[config.mk]
export PLATFORM = sky130hd
export DESIGN_NAME = fsr_fault_status
export DESIGN_NICKNAME = d
export VERILOG_FILES = /design/src/fsr_pkg.sv /design/src/fsr_fault_status.sv /design/src/fsr_serial_frame.sv
export SDC_FILE = /design/constraint.sdc
export NUM_CORES = 1
export LEC_CHECK = 0
export BUFFER_PORTS_ARGS = -buffer_cell sky130_fd_sc_hd__buf_2
export CORE_ASPECT_RATIO = 2
export CORE_UTILIZATION = 24
export DETAILED_ROUTE_END_ITERATION = 6
export MAX_ROUTING_LAYER = met4
export PLACE_DENSITY = 0.39
export SLEW_MARGIN = 10
export SYNTH_ARGS = -nofsm -noshare
export SYNTH_HDL_FRONTEND = slang
export SYNTH_SLANG_ARGS = --single-unit
[constraint.sdc]
create_clock -name mclk -period 5.5 [get_ports mclk]
set_input_delay 0.55 -clock mclk [delete_from_list [all_inputs] [get_ports mclk]]
set_output_delay 0.55 -clock mclk [all_outputs]
set_load 0.01 [all_outputs]
[src/fsr_pkg.sv]
package fsr_pkg;

	// ==========================================================
	// Register offsets (6-bit serial address)
	localparam logic [5:0]  FSR_ADDR_OCSTS   = 6'h06;
	localparam logic [5:0]  FSR_ADDR_IFSTS   = 6'h07;
	localparam logic [5:0]  FSR_ADDR_FLTMODE = 6'h10;
	localparam logic [5:0]  FSR_ADDR_CTRL    = 6'h20;

	// ==========================================================
	// Field positions
	localparam int          FSR_PARITY_BIT   = 15;
	localparam int          FSR_OC_HS_LSB    = 4;
	localparam int          FSR_OC_LS_LSB    = 0;
	localparam int          FSR_IF_NVM_BIT   = 4;
	localparam int          FSR_IF_SPAR_BIT  = 2;
	localparam int          FSR_IF_CONT_BIT  = 1;
	localparam int          FSR_IF_FRM_BIT   = 0;
	localparam int          FSR_OCP_LSB      = 4;
	localparam int          FSR_CTRL_CLR_BIT = 0;
	localparam int          FSR_CTRL_PEN_BIT = 1;

	// ==========================================================
	// Reset values and write masks
	localparam logic [15:0] FSR_IFSTS_RST    = 16'h0000;
	localparam logic [15:0] FSR_FLTMODE_RST  = 16'h0015;
	localparam logic [15:0] FSR_FLTMODE_WMSK = 16'h9fff;
	localparam logic        FSR_PEN_RST      = 1'h0;

	// ==========================================================
	// Serial frame geometry
	localparam logic [4:0]  FSR_FRAME_BITS   = 5'h18;
	localparam logic [4:0]  FSR_HDR_BITS     = 5'h08;

	typedef enum logic [2:0] {
		FSR_OCP_SLOW   = 3'h0,
		FSR_OCP_FAST   = 3'h1,
		FSR_OCP_LATCH  = 3'h2,
		FSR_OCP_REPORT = 3'h3
	} fsr_overcurrent_response_select_t;

	typedef struct packed {
		logic       isRead;
		logic [5:0] addr;
		logic       parBit;
		logic [15:0] data;
	} fsr_frame_t;

	typedef struct packed {
		logic done;
		logic frameErr;
		logic parityBad;
	} fsr_frame_evt_t;

endpackage

[src/fsr_fault_status.sv]
// Behaviour
// Bit 15 of status and mode words carries parity when enabled, else reserved; with parity off the mode word returns its stored, writable bit 15.
// High-side over-current flags sit at bits 6, 5, 4 for phases C, B, A.
// Low-side over-current flags sit at bits 2, 1, 0 for phases C, B, A.
// Over-current flags self-clear on retry only in the automatic-retry modes.
// Fault-clear write or sleep-pin reset pulse clears the over-current flags.
// Interface status bit 4 flags a memory-load parity error.
// Interface status bit 2 flags a serial frame parity error.
// Interface status bit 1 flags serial bus contention.
// Interface status bit 0 flags a malformed serial frame.
// Interface status resets to all zeros.
// Fault-mode register resets to 0015h.
// Over-current mode picks slow retry, fast retry, latched Hi-Z or report only.
// Serial error flags stay set until fault clear or sleep pulse; reads keep them.
`timescale 1ns/1ps
module fsr_fault_status
	import fsr_pkg::*;
(
	input  wire logic        mclk,
	input  wire logic        nrst,
	input  wire logic        sclkPin,
	input  wire logic        csPinN,
	input  wire logic        sdiPin,
	output wire logic        sdoData,
	output wire logic        sdoOe,
	input  wire logic        sleepInputN,
	input  wire logic [5:0]  ocEvt,
	input  wire logic        retryDone,
	input  wire logic        nvmLoadParityError,
	input  wire logic        serialContentionError,
	output wire logic [15:0] overcurrentStatus,
	output wire logic [15:0] interfaceErrorStatus,
	output wire logic [15:0] faultResponseConfig,
	output wire logic        serialParityEnable,
	output logic             faultClearControl,
	output logic             ocDriverHiZ,
	output logic             ocFaultReport
);

	// ==========================================================
	// Helpers
	function automatic logic [15:0] withParity(input logic [14:0] v, input logic en);
		withParity = {en & (^v), v};
	endfunction

	function automatic logic isAutoRetry(input logic [2:0] mode);
		isAutoRetry = (mode == FSR_OCP_SLOW) || (mode == FSR_OCP_FAST);
	endfunction

	// ==========================================================
	// Serial port
	fsr_frame_t     frame;
	fsr_frame_evt_t frameEvt;
	logic [5:0]     rdAddr;
	logic [15:0]    rdData;

	fsr_serial_frame fsr_serial_frame_inst (
		.mclk     (mclk),
		.nrst     (nrst),
		.sclkPin  (sclkPin),
		.csPinN   (csPinN),
		.sdiPin   (sdiPin),
		.rdData   (rdData),
		.rdAddr   (rdAddr),
		.frame    (frame),
		.frameEvt (frameEvt),
		.sdoData  (sdoData),
		.sdoOe    (sdoOe)
	);

	// ==========================================================
	// State
	logic [5:0]  ocFlag;
	logic [5:0]  next_ocFlag;
	logic        nvmErr;
	logic        parErr;
	logic        contErr;
	logic        frmErr;
	logic [15:0] fltMode;
	logic        parEn;
	logic [1:0]  sleepSync;
	logic        sleepPrev;
	logic        seenClk;

	// ==========================================================
	// Decode
	wire sleepPulse = sleepSync[1] & !sleepPrev;
	wire parityHit  = parEn & frameEvt.parityBad & !frameEvt.frameErr;
	wire frameOk    = frameEvt.done & !frameEvt.frameErr & !parityHit;
	wire wrOk       = frameOk & !frame.isRead;
	wire wrFltMode  = wrOk & (frame.addr == FSR_ADDR_FLTMODE);
	wire wrCtrl     = wrOk & (frame.addr == FSR_ADDR_CTRL);
	wire faultClear = wrCtrl & frame.data[FSR_CTRL_CLR_BIT];
	wire anyClear   = faultClear | sleepPulse;
	wire [2:0] ocpMode = fltMode[FSR_OCP_LSB +: 3];
	wire ocClear    = anyClear | (isAutoRetry(ocpMode) & retryDone);

	// Reads return live values and never disturb the sticky flags
	wire [14:0] ocRaw = {7'h0, 1'b0, ocFlag[5:3], 1'b0, ocFlag[2:0]};
	wire [14:0] ifRaw = {10'h0, nvmErr, 1'b0, parErr, contErr, frmErr};
	wire [15:0] ocWord = withParity(ocRaw, parEn);
	wire [15:0] ifWord = withParity(ifRaw, parEn);
	wire [15:0] fmWord = parEn ? withParity(fltMode[14:0], 1'b1) : fltMode;
	wire [15:0] ctWord = withParity({13'h0, parEn, 1'b0}, parEn);

	assign rdData = (rdAddr == FSR_ADDR_OCSTS)   ? ocWord :
	                (rdAddr == FSR_ADDR_IFSTS)   ? ifWord :
	                (rdAddr == FSR_ADDR_FLTMODE) ? fmWord :
	                (rdAddr == FSR_ADDR_CTRL)    ? ctWord : 16'h0000;

	assign overcurrentStatus    = ocWord;
	assign interfaceErrorStatus = ifWord;
	assign faultResponseConfig  = fltMode;
	assign serialParityEnable   = parEn;

	// ==========================================================
	// Over-current flags: set wins over any clear
	genvar gi;
	generate
		for (gi = 0; gi < 6; gi++) begin : g_oc
			assign next_ocFlag[gi] = ocEvt[gi] | (ocFlag[gi] & !ocClear);
		end
	endgenerate

	always_ff @(posedge mclk or negedge nrst) begin
		if (!nrst) begin
			ocFlag <= 6'h0;
		end else begin
			ocFlag <= next_ocFlag;
		end
	end

	// ==========================================================
	// Interface error flags, sticky until cleared
	always_ff @(posedge mclk or negedge nrst) begin
		if (!nrst) begin
			nvmErr  <= FSR_IFSTS_RST[FSR_IF_NVM_BIT];
			parErr  <= FSR_IFSTS_RST[FSR_IF_SPAR_BIT];
			contErr <= FSR_IFSTS_RST[FSR_IF_CONT_BIT];
			frmErr  <= FSR_IFSTS_RST[FSR_IF_FRM_BIT];
		end else begin
			nvmErr  <= nvmLoadParityError | (nvmErr & !anyClear);
			parErr  <= (frameEvt.done & parityHit) | (parErr & !anyClear);
			contErr <= serialContentionError | (contErr & !anyClear);
			frmErr  <= frameEvt.frameErr | (frmErr & !anyClear);
		end
	end

	// ==========================================================
	// Configuration and control
	always_ff @(posedge mclk or negedge nrst) begin
		if (!nrst) begin
			fltMode           <= FSR_FLTMODE_RST;
			parEn             <= FSR_PEN_RST;
			faultClearControl <= 1'h0;
		end else begin
			faultClearControl <= faultClear;
			if (wrFltMode) begin
				fltMode <= frame.data & FSR_FLTMODE_WMSK;
			end
			if (wrCtrl) begin
				parEn <= frame.data[FSR_CTRL_PEN_BIT];
			end
		end
	end

	// Reserved mode codes take no action on the driver
	always_comb begin
		ocDriverHiZ   = 1'b0;
		ocFaultReport = 1'b0;
		case (ocpMode)
			FSR_OCP_SLOW, FSR_OCP_FAST, FSR_OCP_LATCH: begin
				ocDriverHiZ   = |ocFlag;
				ocFaultReport = |ocFlag;
			end
			FSR_OCP_REPORT: begin
				ocFaultReport = |ocFlag;
			end
			default: begin
				ocDriverHiZ   = 1'b0;
				ocFaultReport = 1'b0;
			end
		endcase
	end

	// ==========================================================
	// Sleep pin: clear fires on the wake edge of a low pulse
	always_ff @(posedge mclk or negedge nrst) begin
		if (!nrst) begin
			sleepSync <= 2'h3;
			sleepPrev <= 1'h1;
			seenClk   <= 1'h0;
		end else begin
			sleepSync <= {sleepSync[0], sleepInputN};
			sleepPrev <= sleepSync[1];
			seenClk   <= 1'h1;
		end
	end

	// ==========================================================
	// Assertions
	property p_parity;
		@(posedge mclk) disable iff (!nrst)
		parEn |-> (^ocWord == 1'b0) && (^ifWord == 1'b0) && (^fmWord == 1'b0);
	endproperty
	a_parity: assert property (p_parity) else $error("parity bit wrong");

	property p_reserved15;
		@(posedge mclk) disable iff (!nrst)
		!parEn |-> !ocWord[15] && !ifWord[15];
	endproperty
	a_reserved15: assert property (p_reserved15) else $error("bit 15 set");

	property p_hs_set;
		@(posedge mclk) disable iff (!nrst)
		ocEvt[5:3] != 3'h0 |=> (overcurrentStatus[6:4] & $past(ocEvt[5:3])) == $past(ocEvt[5:3]);
	endproperty
	a_hs_set: assert property (p_hs_set) else $error("high-side flag lost");

	property p_ls_set;
		@(posedge mclk) disable iff (!nrst)
		ocEvt[2:0] != 3'h0 |=> (overcurrentStatus[2:0] & $past(ocEvt[2:0])) == $past(ocEvt[2:0]);
	endproperty
	a_ls_set: assert property (p_ls_set) else $error("low-side flag lost");

	property p_auto_clear;
		@(posedge mclk) disable iff (!nrst)
		retryDone && isAutoRetry(ocpMode) && ocEvt == 6'h0 |=> ocFlag == 6'h0;
	endproperty
	a_auto_clear: assert property (p_auto_clear) else $error("retry did not clear");

	property p_hold_latched;
		@(posedge mclk) disable iff (!nrst)
		!isAutoRetry(ocpMode) && !anyClear |=> (ocFlag & $past(ocFlag)) == $past(ocFlag);
	endproperty
	a_hold_latched: assert property (p_hold_latched) else $error("flag dropped");

	property p_clear;
		@(posedge mclk) disable iff (!nrst)
		anyClear && ocEvt == 6'h0 && !nvmLoadParityError && !serialContentionError
			&& !frameEvt.frameErr && !parityHit
			|=> ocFlag == 6'h0 && ifRaw == 15'h0 && faultClearControl == $past(faultClear);
	endproperty
	a_clear: assert property (p_clear) else $error("clear ignored");

	property p_nvm;
		@(posedge mclk) disable iff (!nrst)
		nvmLoadParityError |=> interfaceErrorStatus[4];
	endproperty
	a_nvm: assert property (p_nvm) else $error("load error missing");

	property p_spar;
		@(posedge mclk) disable iff (!nrst)
		frameEvt.done && parityHit |=> interfaceErrorStatus[2] && $stable(fltMode);
	endproperty
	a_spar: assert property (p_spar) else $error("parity error missing");

	property p_cont;
		@(posedge mclk) disable iff (!nrst)
		serialContentionError |=> interfaceErrorStatus[1];
	endproperty
	a_cont: assert property (p_cont) else $error("contention missing");

	property p_frm;
		@(posedge mclk) disable iff (!nrst)
		frameEvt.frameErr |=> interfaceErrorStatus[0] && $stable(parEn);
	endproperty
	a_frm: assert property (p_frm) else $error("frame error missing");

	property p_reset_vals;
		@(posedge mclk) disable iff (!nrst)
		!seenClk |-> ifRaw == 15'h0 && fltMode == 16'h0015;
	endproperty
	a_reset_vals: assert property (p_reset_vals) else $error("bad reset value");

	property p_sticky;
		@(posedge mclk) disable iff (!nrst)
		!anyClear |=> (ifRaw & $past(ifRaw)) == $past(ifRaw);
	endproperty
	a_sticky: assert property (p_sticky) else $error("error flag dropped");

	property p_latch_hiz;
		@(posedge mclk) disable iff (!nrst)
		ocpMode == FSR_OCP_LATCH && ocFlag != 6'h0 |-> ocDriverHiZ && ocFaultReport;
	endproperty
	a_latch_hiz: assert property (p_latch_hiz) else $error("latched mode not Hi-Z");

	property p_report_only;
		@(posedge mclk) disable iff (!nrst)
		ocpMode == FSR_OCP_REPORT |-> !ocDriverHiZ && ocFaultReport == (ocFlag != 6'h0);
	endproperty
	a_report_only: assert property (p_report_only) else $error("report mode wrong");

	property p_reserved_mode;
		@(posedge mclk) disable iff (!nrst)
		ocpMode[2] |-> !ocDriverHiZ && !ocFaultReport;
	endproperty
	a_reserved_mode: assert property (p_reserved_mode) else $error("reserved mode acts");

	property p_oc_reserved_bits;
		@(posedge mclk) disable iff (!nrst)
		overcurrentStatus[14:7] == 8'h0 && !overcurrentStatus[3];
	endproperty
	a_oc_reserved_bits: assert property (p_oc_reserved_bits) else $error("oc reserved set");

	property p_clear_pulse;
		@(posedge mclk) disable iff (!nrst)
		faultClearControl |=> !faultClearControl;
	endproperty
	a_clear_pulse: assert property (p_clear_pulse) else $error("clear pulse too long");

endmodule

[src/fsr_serial_frame.sv]
`timescale 1ns/1ps
module fsr_serial_frame
	import fsr_pkg::*;
(
	input  wire logic           mclk,
	input  wire logic           nrst,
	input  wire logic           sclkPin,
	input  wire logic           csPinN,
	input  wire logic           sdiPin,
	input  wire logic [15:0]    rdData,
	output wire logic [5:0]     rdAddr,
	output fsr_frame_t          frame,
	output fsr_frame_evt_t      frameEvt,
	output wire logic           sdoData,
	output wire logic           sdoOe
);

	// ==========================================================
	// Pin synchronisers
	logic [1:0]  sclkSync;
	logic [1:0]  csSync;
	logic [1:0]  sdiSync;
	logic        sclkPrev;
	logic        csPrevActive;
	logic [4:0]  bitCnt;
	logic [23:0] rxShift;
	logic [15:0] txShift;

	always_ff @(posedge mclk or negedge nrst) begin
		if (!nrst) begin
			sclkSync <= 2'h0;
			csSync   <= 2'h3;
			sdiSync  <= 2'h0;
		end else begin
			sclkSync <= {sclkSync[0], sclkPin};
			csSync   <= {csSync[0], csPinN};
			sdiSync  <= {sdiSync[0], sdiPin};
		end
	end

	wire csActive = !csSync[1];
	wire sclkRise = sclkSync[1] & !sclkPrev;
	wire sclkFall = !sclkSync[1] & sclkPrev;
	wire csStart  = csActive & !csPrevActive;
	wire csEnd    = !csActive & csPrevActive;

	assign rdAddr  = rxShift[6:1];
	assign sdoData = txShift[15];
	assign sdoOe   = csActive;

	// ==========================================================
	// Shift engine: sample on rising, launch on falling edge
	always_ff @(posedge mclk or negedge nrst) begin
		if (!nrst) begin
			sclkPrev     <= 1'h0;
			csPrevActive <= 1'h0;
			bitCnt       <= 5'h0;
			rxShift      <= 24'h0;
			txShift      <= 16'h0;
		end else begin
			sclkPrev     <= sclkSync[1];
			csPrevActive <= csActive;
			if (csStart) begin
				bitCnt  <= 5'h0;
				txShift <= 16'h0;
			end else if (csActive && sclkRise) begin
				rxShift <= {rxShift[22:0], sdiSync[1]};
				// Saturate so long frames still count as malformed
				if (bitCnt != 5'h1f) begin
					bitCnt <= bitCnt + 5'h1;
				end
			end else if (csActive && sclkFall) begin
				if (bitCnt == FSR_HDR_BITS) begin
					txShift <= rdData;
				end else begin
					txShift <= {txShift[14:0], 1'b0};
				end
			end
		end
	end

	// ==========================================================
	// Frame completion
	always_ff @(posedge mclk or negedge nrst) begin
		if (!nrst) begin
			frame    <= '0;
			frameEvt <= '0;
		end else begin
			frameEvt.done      <= csEnd;
			frameEvt.frameErr  <= csEnd & (bitCnt != FSR_FRAME_BITS);
			frameEvt.parityBad <= csEnd & (^rxShift);
			if (csEnd) begin
				frame <= rxShift;
			end
		end
	end

endmodule

==> results.json <==
{
  "status": "complete, no violations",
  "drive_gt1_frac": 0.3116,
  "io_pins": 69,
  "num_vias": 2962,
  "r2r_start": "faultResponseConfig[4]",
  "r2r_end": "fsr_serial_frame_inst.txShift[15]",
  "ant_nets": 0,
  "worst_clock_skew_ns": 0.005775,
  "cts_buffers": 9,
  "ys_seq_area_frac": 0.5447,
  "syn_avg_cell_area_um2": 12.76,
  "synth-simple-area-share": 0.06680,
  "postSynth.asyncResetShare": 1.000,
  "rrSetupSlack_ns": 3.17,
  "start_util": 0.2455,
  "synth_top_family_by_area": "multiplexers",
  "die_h_um": 203.8,
  "ir_worst_vdd_mv": 0.1517,
  "core_area_um2": 19910,
  "setup_tns_ns": 0,
  "hold_violations": 0,
  "switchingPower_mw": 0.4467,
  "routed_via_density": 4.280,
  "pwr-share-seq": 0.517,
  "num-fill-cells": 2081,
  "initialDrtViolationCount": 116,
  "synth_ff_type": "dfrtp_1",
  "cts_resized": 0,
  "io_buffers": 46,
  "h-tree-depth": 3,
  "top_usage_layer": "met2",
  "post-place-ws_ns": 3.167,
  "path_max_fanout": 4,
  "crit_chain": "inv_1, ha_1, xnor3_1, xnor2_1, and2_1, buf_2",
  "finalSetupViolCount": 0,
  "die_x_um": 102.9,
  "max_cap_viol_count": 0,
  "reg2reg_depth": 7,
  "postCtsSetupBuffers": 0,
  "overflow": 0,
  "drtPass1Iterations": 5,
  "worst_pin_slew_ns": 1.084,
  "layout_min_cycle_time_ns": 2.528,
  "drc": 0,
  "maxSlewHeadroom": 0.2758,
  "dieArea_um2": 20980,
  "crit_end": "overcurrentStatus[15]",
  "fin_crit_sh": 0.4596,
  "cts_root_buf": "clkbuf_16",
  "antenna_found_initial": 0,
  "synthAdderAreaFrac": 0.02048,
  "synthMuxAreaShare": 0.1357,
  "rsz0062_at_grt": "no",
  "ys_warn_count": 0,
  "cp.depth": 6,
  "area_growth_pct": 14.49,
  "synthDistinctLibCells": 44,
  "gp_congestion": 0.8071,
  "fin_util": 0.2811,
  "hpwl_um": 8471,
  "p_leak_nw": 2.769,
  "synthCells": 383,
  "cts_hold_buf": 0,
  "grt_start_max_net_pins": 62,
  "clockBufferDepth": 2,
  "fmax_mhz": 395.6,
  "routed_wl_um": 11360,
  "dpl_cell_area_um2": 5314,
  "synth-edff-count": 0,
  "p_comb_frac": 0.119,
  "path_class": "flip-flop to output port",
  "synth-seq-cells": 106,
  "crit_required_ns": 4.95,
  "switching_share": 0.2615,
  "cp.arrival_ns": 1.98,
  "power_density_nw_per_um2": 305.2,
  "critPathTopFamily": "XOR/XNOR gates",
  "netlist_area_um2": 4888,
  "diodes": 0,
  "wire_per_inst_um": 16.41,
  "min_path_type": "input port to async pin",
  "startpoint_type": "flip-flop",
  "crit_buf_inv": 2,
  "final_common_cell": "dfrtp_1",
  "track_usage": 0.1222,
  "crit_path_max_incr_delay_ns": 0.42,
  "startpoint": "ocFlag[1]",
  "use_met3": 0.02086,
  "synth_compound_area_frac": 0.08523,
  "grt_pass1_vias": 3116,
  "num_rows": 73,
  "setup_ws_ns": 2.972,
  "final_cell_mix": "98 x dfrtp_1, 58 x mux2_2, 45 x buf_2, 30 x xnor2_1, 22 x conb_1",
  "postLayoutCellArea_um2": 5597,
  "clk_pin_slew_worst_paths_ns": 0.07,
  "grt_pass1_wl_um": 17770,
  "clock_latency_ns": 0.35,
  "synth-xor-area-share": 0.08190,
  "nNetsFinal": 448,
  "clock_sinks": 106,
  "power_frac_clock": 0.364,
  "endpoint_kind": "output port",
  "slowest_stage": "dfrtp_1",
  "p_int_mw": 1.261,
  "cts_tree": "built",
  "met1_usage": 0.1168,
  "use_met2": 0.2226,
  "slew_violations": 0
}
==> cells by family (layout without fill, tap and decap cells) <==
logic type                 count (synthesis)  count (layout)
adders and majority gates                  8               8
muxes                                     59              59
other                                      1              22
DFF                                      106             106
AOI/OAI and AO/OA                         56              56
and+or+nand+nor                           56              56
buffers and inverters                     56              82
xor gates and xnor gates                  41              41
==> how the worst min path moves through the flow <==
stage	startpoint	end	slack [ns]	depth (start not counted)
floorplan	nrst	contErr	0.25	0
global placement	fsr_serial_frame_inst.sclkSync[0]	fsr_serial_frame_inst.sclkSync[1]	0.34	0
detailed placement	fsr_serial_frame_inst.sclkSync[0]	fsr_serial_frame_inst.sclkSync[1]	0.34	0
CTS	csPinN	fsr_serial_frame_inst.csSync[0]	0.28	1
global route	csPinN	fsr_serial_frame_inst.csSync[0]	0.28	1
finish	nrst	fsr_serial_frame_inst.sdiSync[0]	0.27	1
==> cells in the mapped netlist (3+ instances only) <==
| library cell | n | share of area |
|---|---|---|
| a21o_1 | 11 | 0.017 |
| o21ai_0 | 8 | 0.0082 |
| xnor2_1 | 30 | 0.054 |
| a31oi_1 | 4 | 0.0051 |
| ha_1 | 8 | 0.020 |
| and3_1 | 3 | 0.0038 |
| clkbuf_1 | 5 | 0.0038 |
| buf_4 | 26 | 0.040 |
| and2_1 | 3 | 0.0038 |
| mux2_2 | 58 | 0.13 |
| nand2_1 | 9 | 0.0069 |
| a222oi_1 | 7 | 0.014 |
| dfstp_2 | 8 | 0.043 |
| nand3_1 | 3 | 0.0031 |
| xnor3_1 | 3 | 0.014 |
| inv_1 | 17 | 0.013 |
| xor2_1 | 8 | 0.014 |
| nor2b_1 | 6 | 0.0077 |
| a22oi_1 | 4 | 0.0061 |
| a22o_1 | 7 | 0.013 |
| nor2_1 | 14 | 0.011 |
| a21oi_1 | 6 | 0.0061 |
| and3b_1 | 4 | 0.0072 |
| buf_2 | 6 | 0.0061 |
| dfrtp_1 | 98 | 0.50 |
==> worst register-to-register path: cells and delay by family (launching register included) <==
family | cells | cell delay (ns)
fa+ha+maj | 1 | 0.39
xor+xnor | 3 | 0.68
buf+inv | 1 | 0.10
flops | 1 | 0.61
compound gates | 2 | 0.45
==> metal layers <==
metal  wire (µm)  up-vias  part of all wire
met5           0        -                 0
li1            -     1374                 -
met3         341       12             0.030
met1        4073     1503              0.36
met4         385        0             0.034
met2        6559       73              0.58
==> sequential cells by signal, indices dropped and copies added, names as in the netlist <==
| signal | cells |
|---|---|
| fsr_serial_frame_inst.bitCnt | 5 |
| fsr_serial_frame_inst.csPrevActive | 1 |
| sleepPrev | 1 |
| contErr | 1 |
| parErr | 1 |
| sleepSync | 2 |
| nvmErr | 1 |
| frmErr | 1 |
| fsr_serial_frame_inst.csSync | 2 |
| fsr_serial_frame_inst.sdiSync | 2 |
| serialParityEnable | 1 |
| fsr_serial_frame_inst.frame | 21 |
| faultResponseConfig | 14 |
| fsr_serial_frame_inst.rxShift | 24 |
| fsr_serial_frame_inst.txShift | 16 |
| faultClearControl | 1 |
| fsr_serial_frame_inst.sclkPrev | 1 |
| ocFlag | 6 |
| fsr_serial_frame_inst.frameEvt | 3 |
| fsr_serial_frame_inst.sclkSync | 2 |
==> power by group through the flow <==
stage	clock network [mW]	logic [mW]	registers (mW)
floorplan	0	0.174	0.872
global placement	0	0.207	0.898
detailed placement	0	0.208	0.900
CTS	0.644	0.210	0.885
global route	0.678	0.228	0.893
finish	0.621	0.203	0.884
==> stage by stage <==
| step | hold slack (ns) | total power, mW | std cells |
|---|---|---|---|
| floorplan | 0.2544 | 1.046 | 404 |
| global placement | 0.3372 | 1.105 | 676 |
| detailed placement | 0.3355 | 1.109 | 676 |
| CTS | 0.2757 | 1.739 | 692 |
| global route | 0.2751 | 1.799 | 692 |
| finish | 0.2677 | 1.708 | 692 |
==> area by class of cell <==
cell class	instances	area [µm²]	area share
sequential	106	2663	0.4757
timing repair buffer	49	255.2	0.04561
multi-input combinational	242	2004	0.3581
inverter	17	63.81	0.01140
tap	262	327.8	0.05857
clock buffer	12	256.5	0.04583
clock inverter	4	26.28	0.004695
Power figures use the tool's default switching activity.
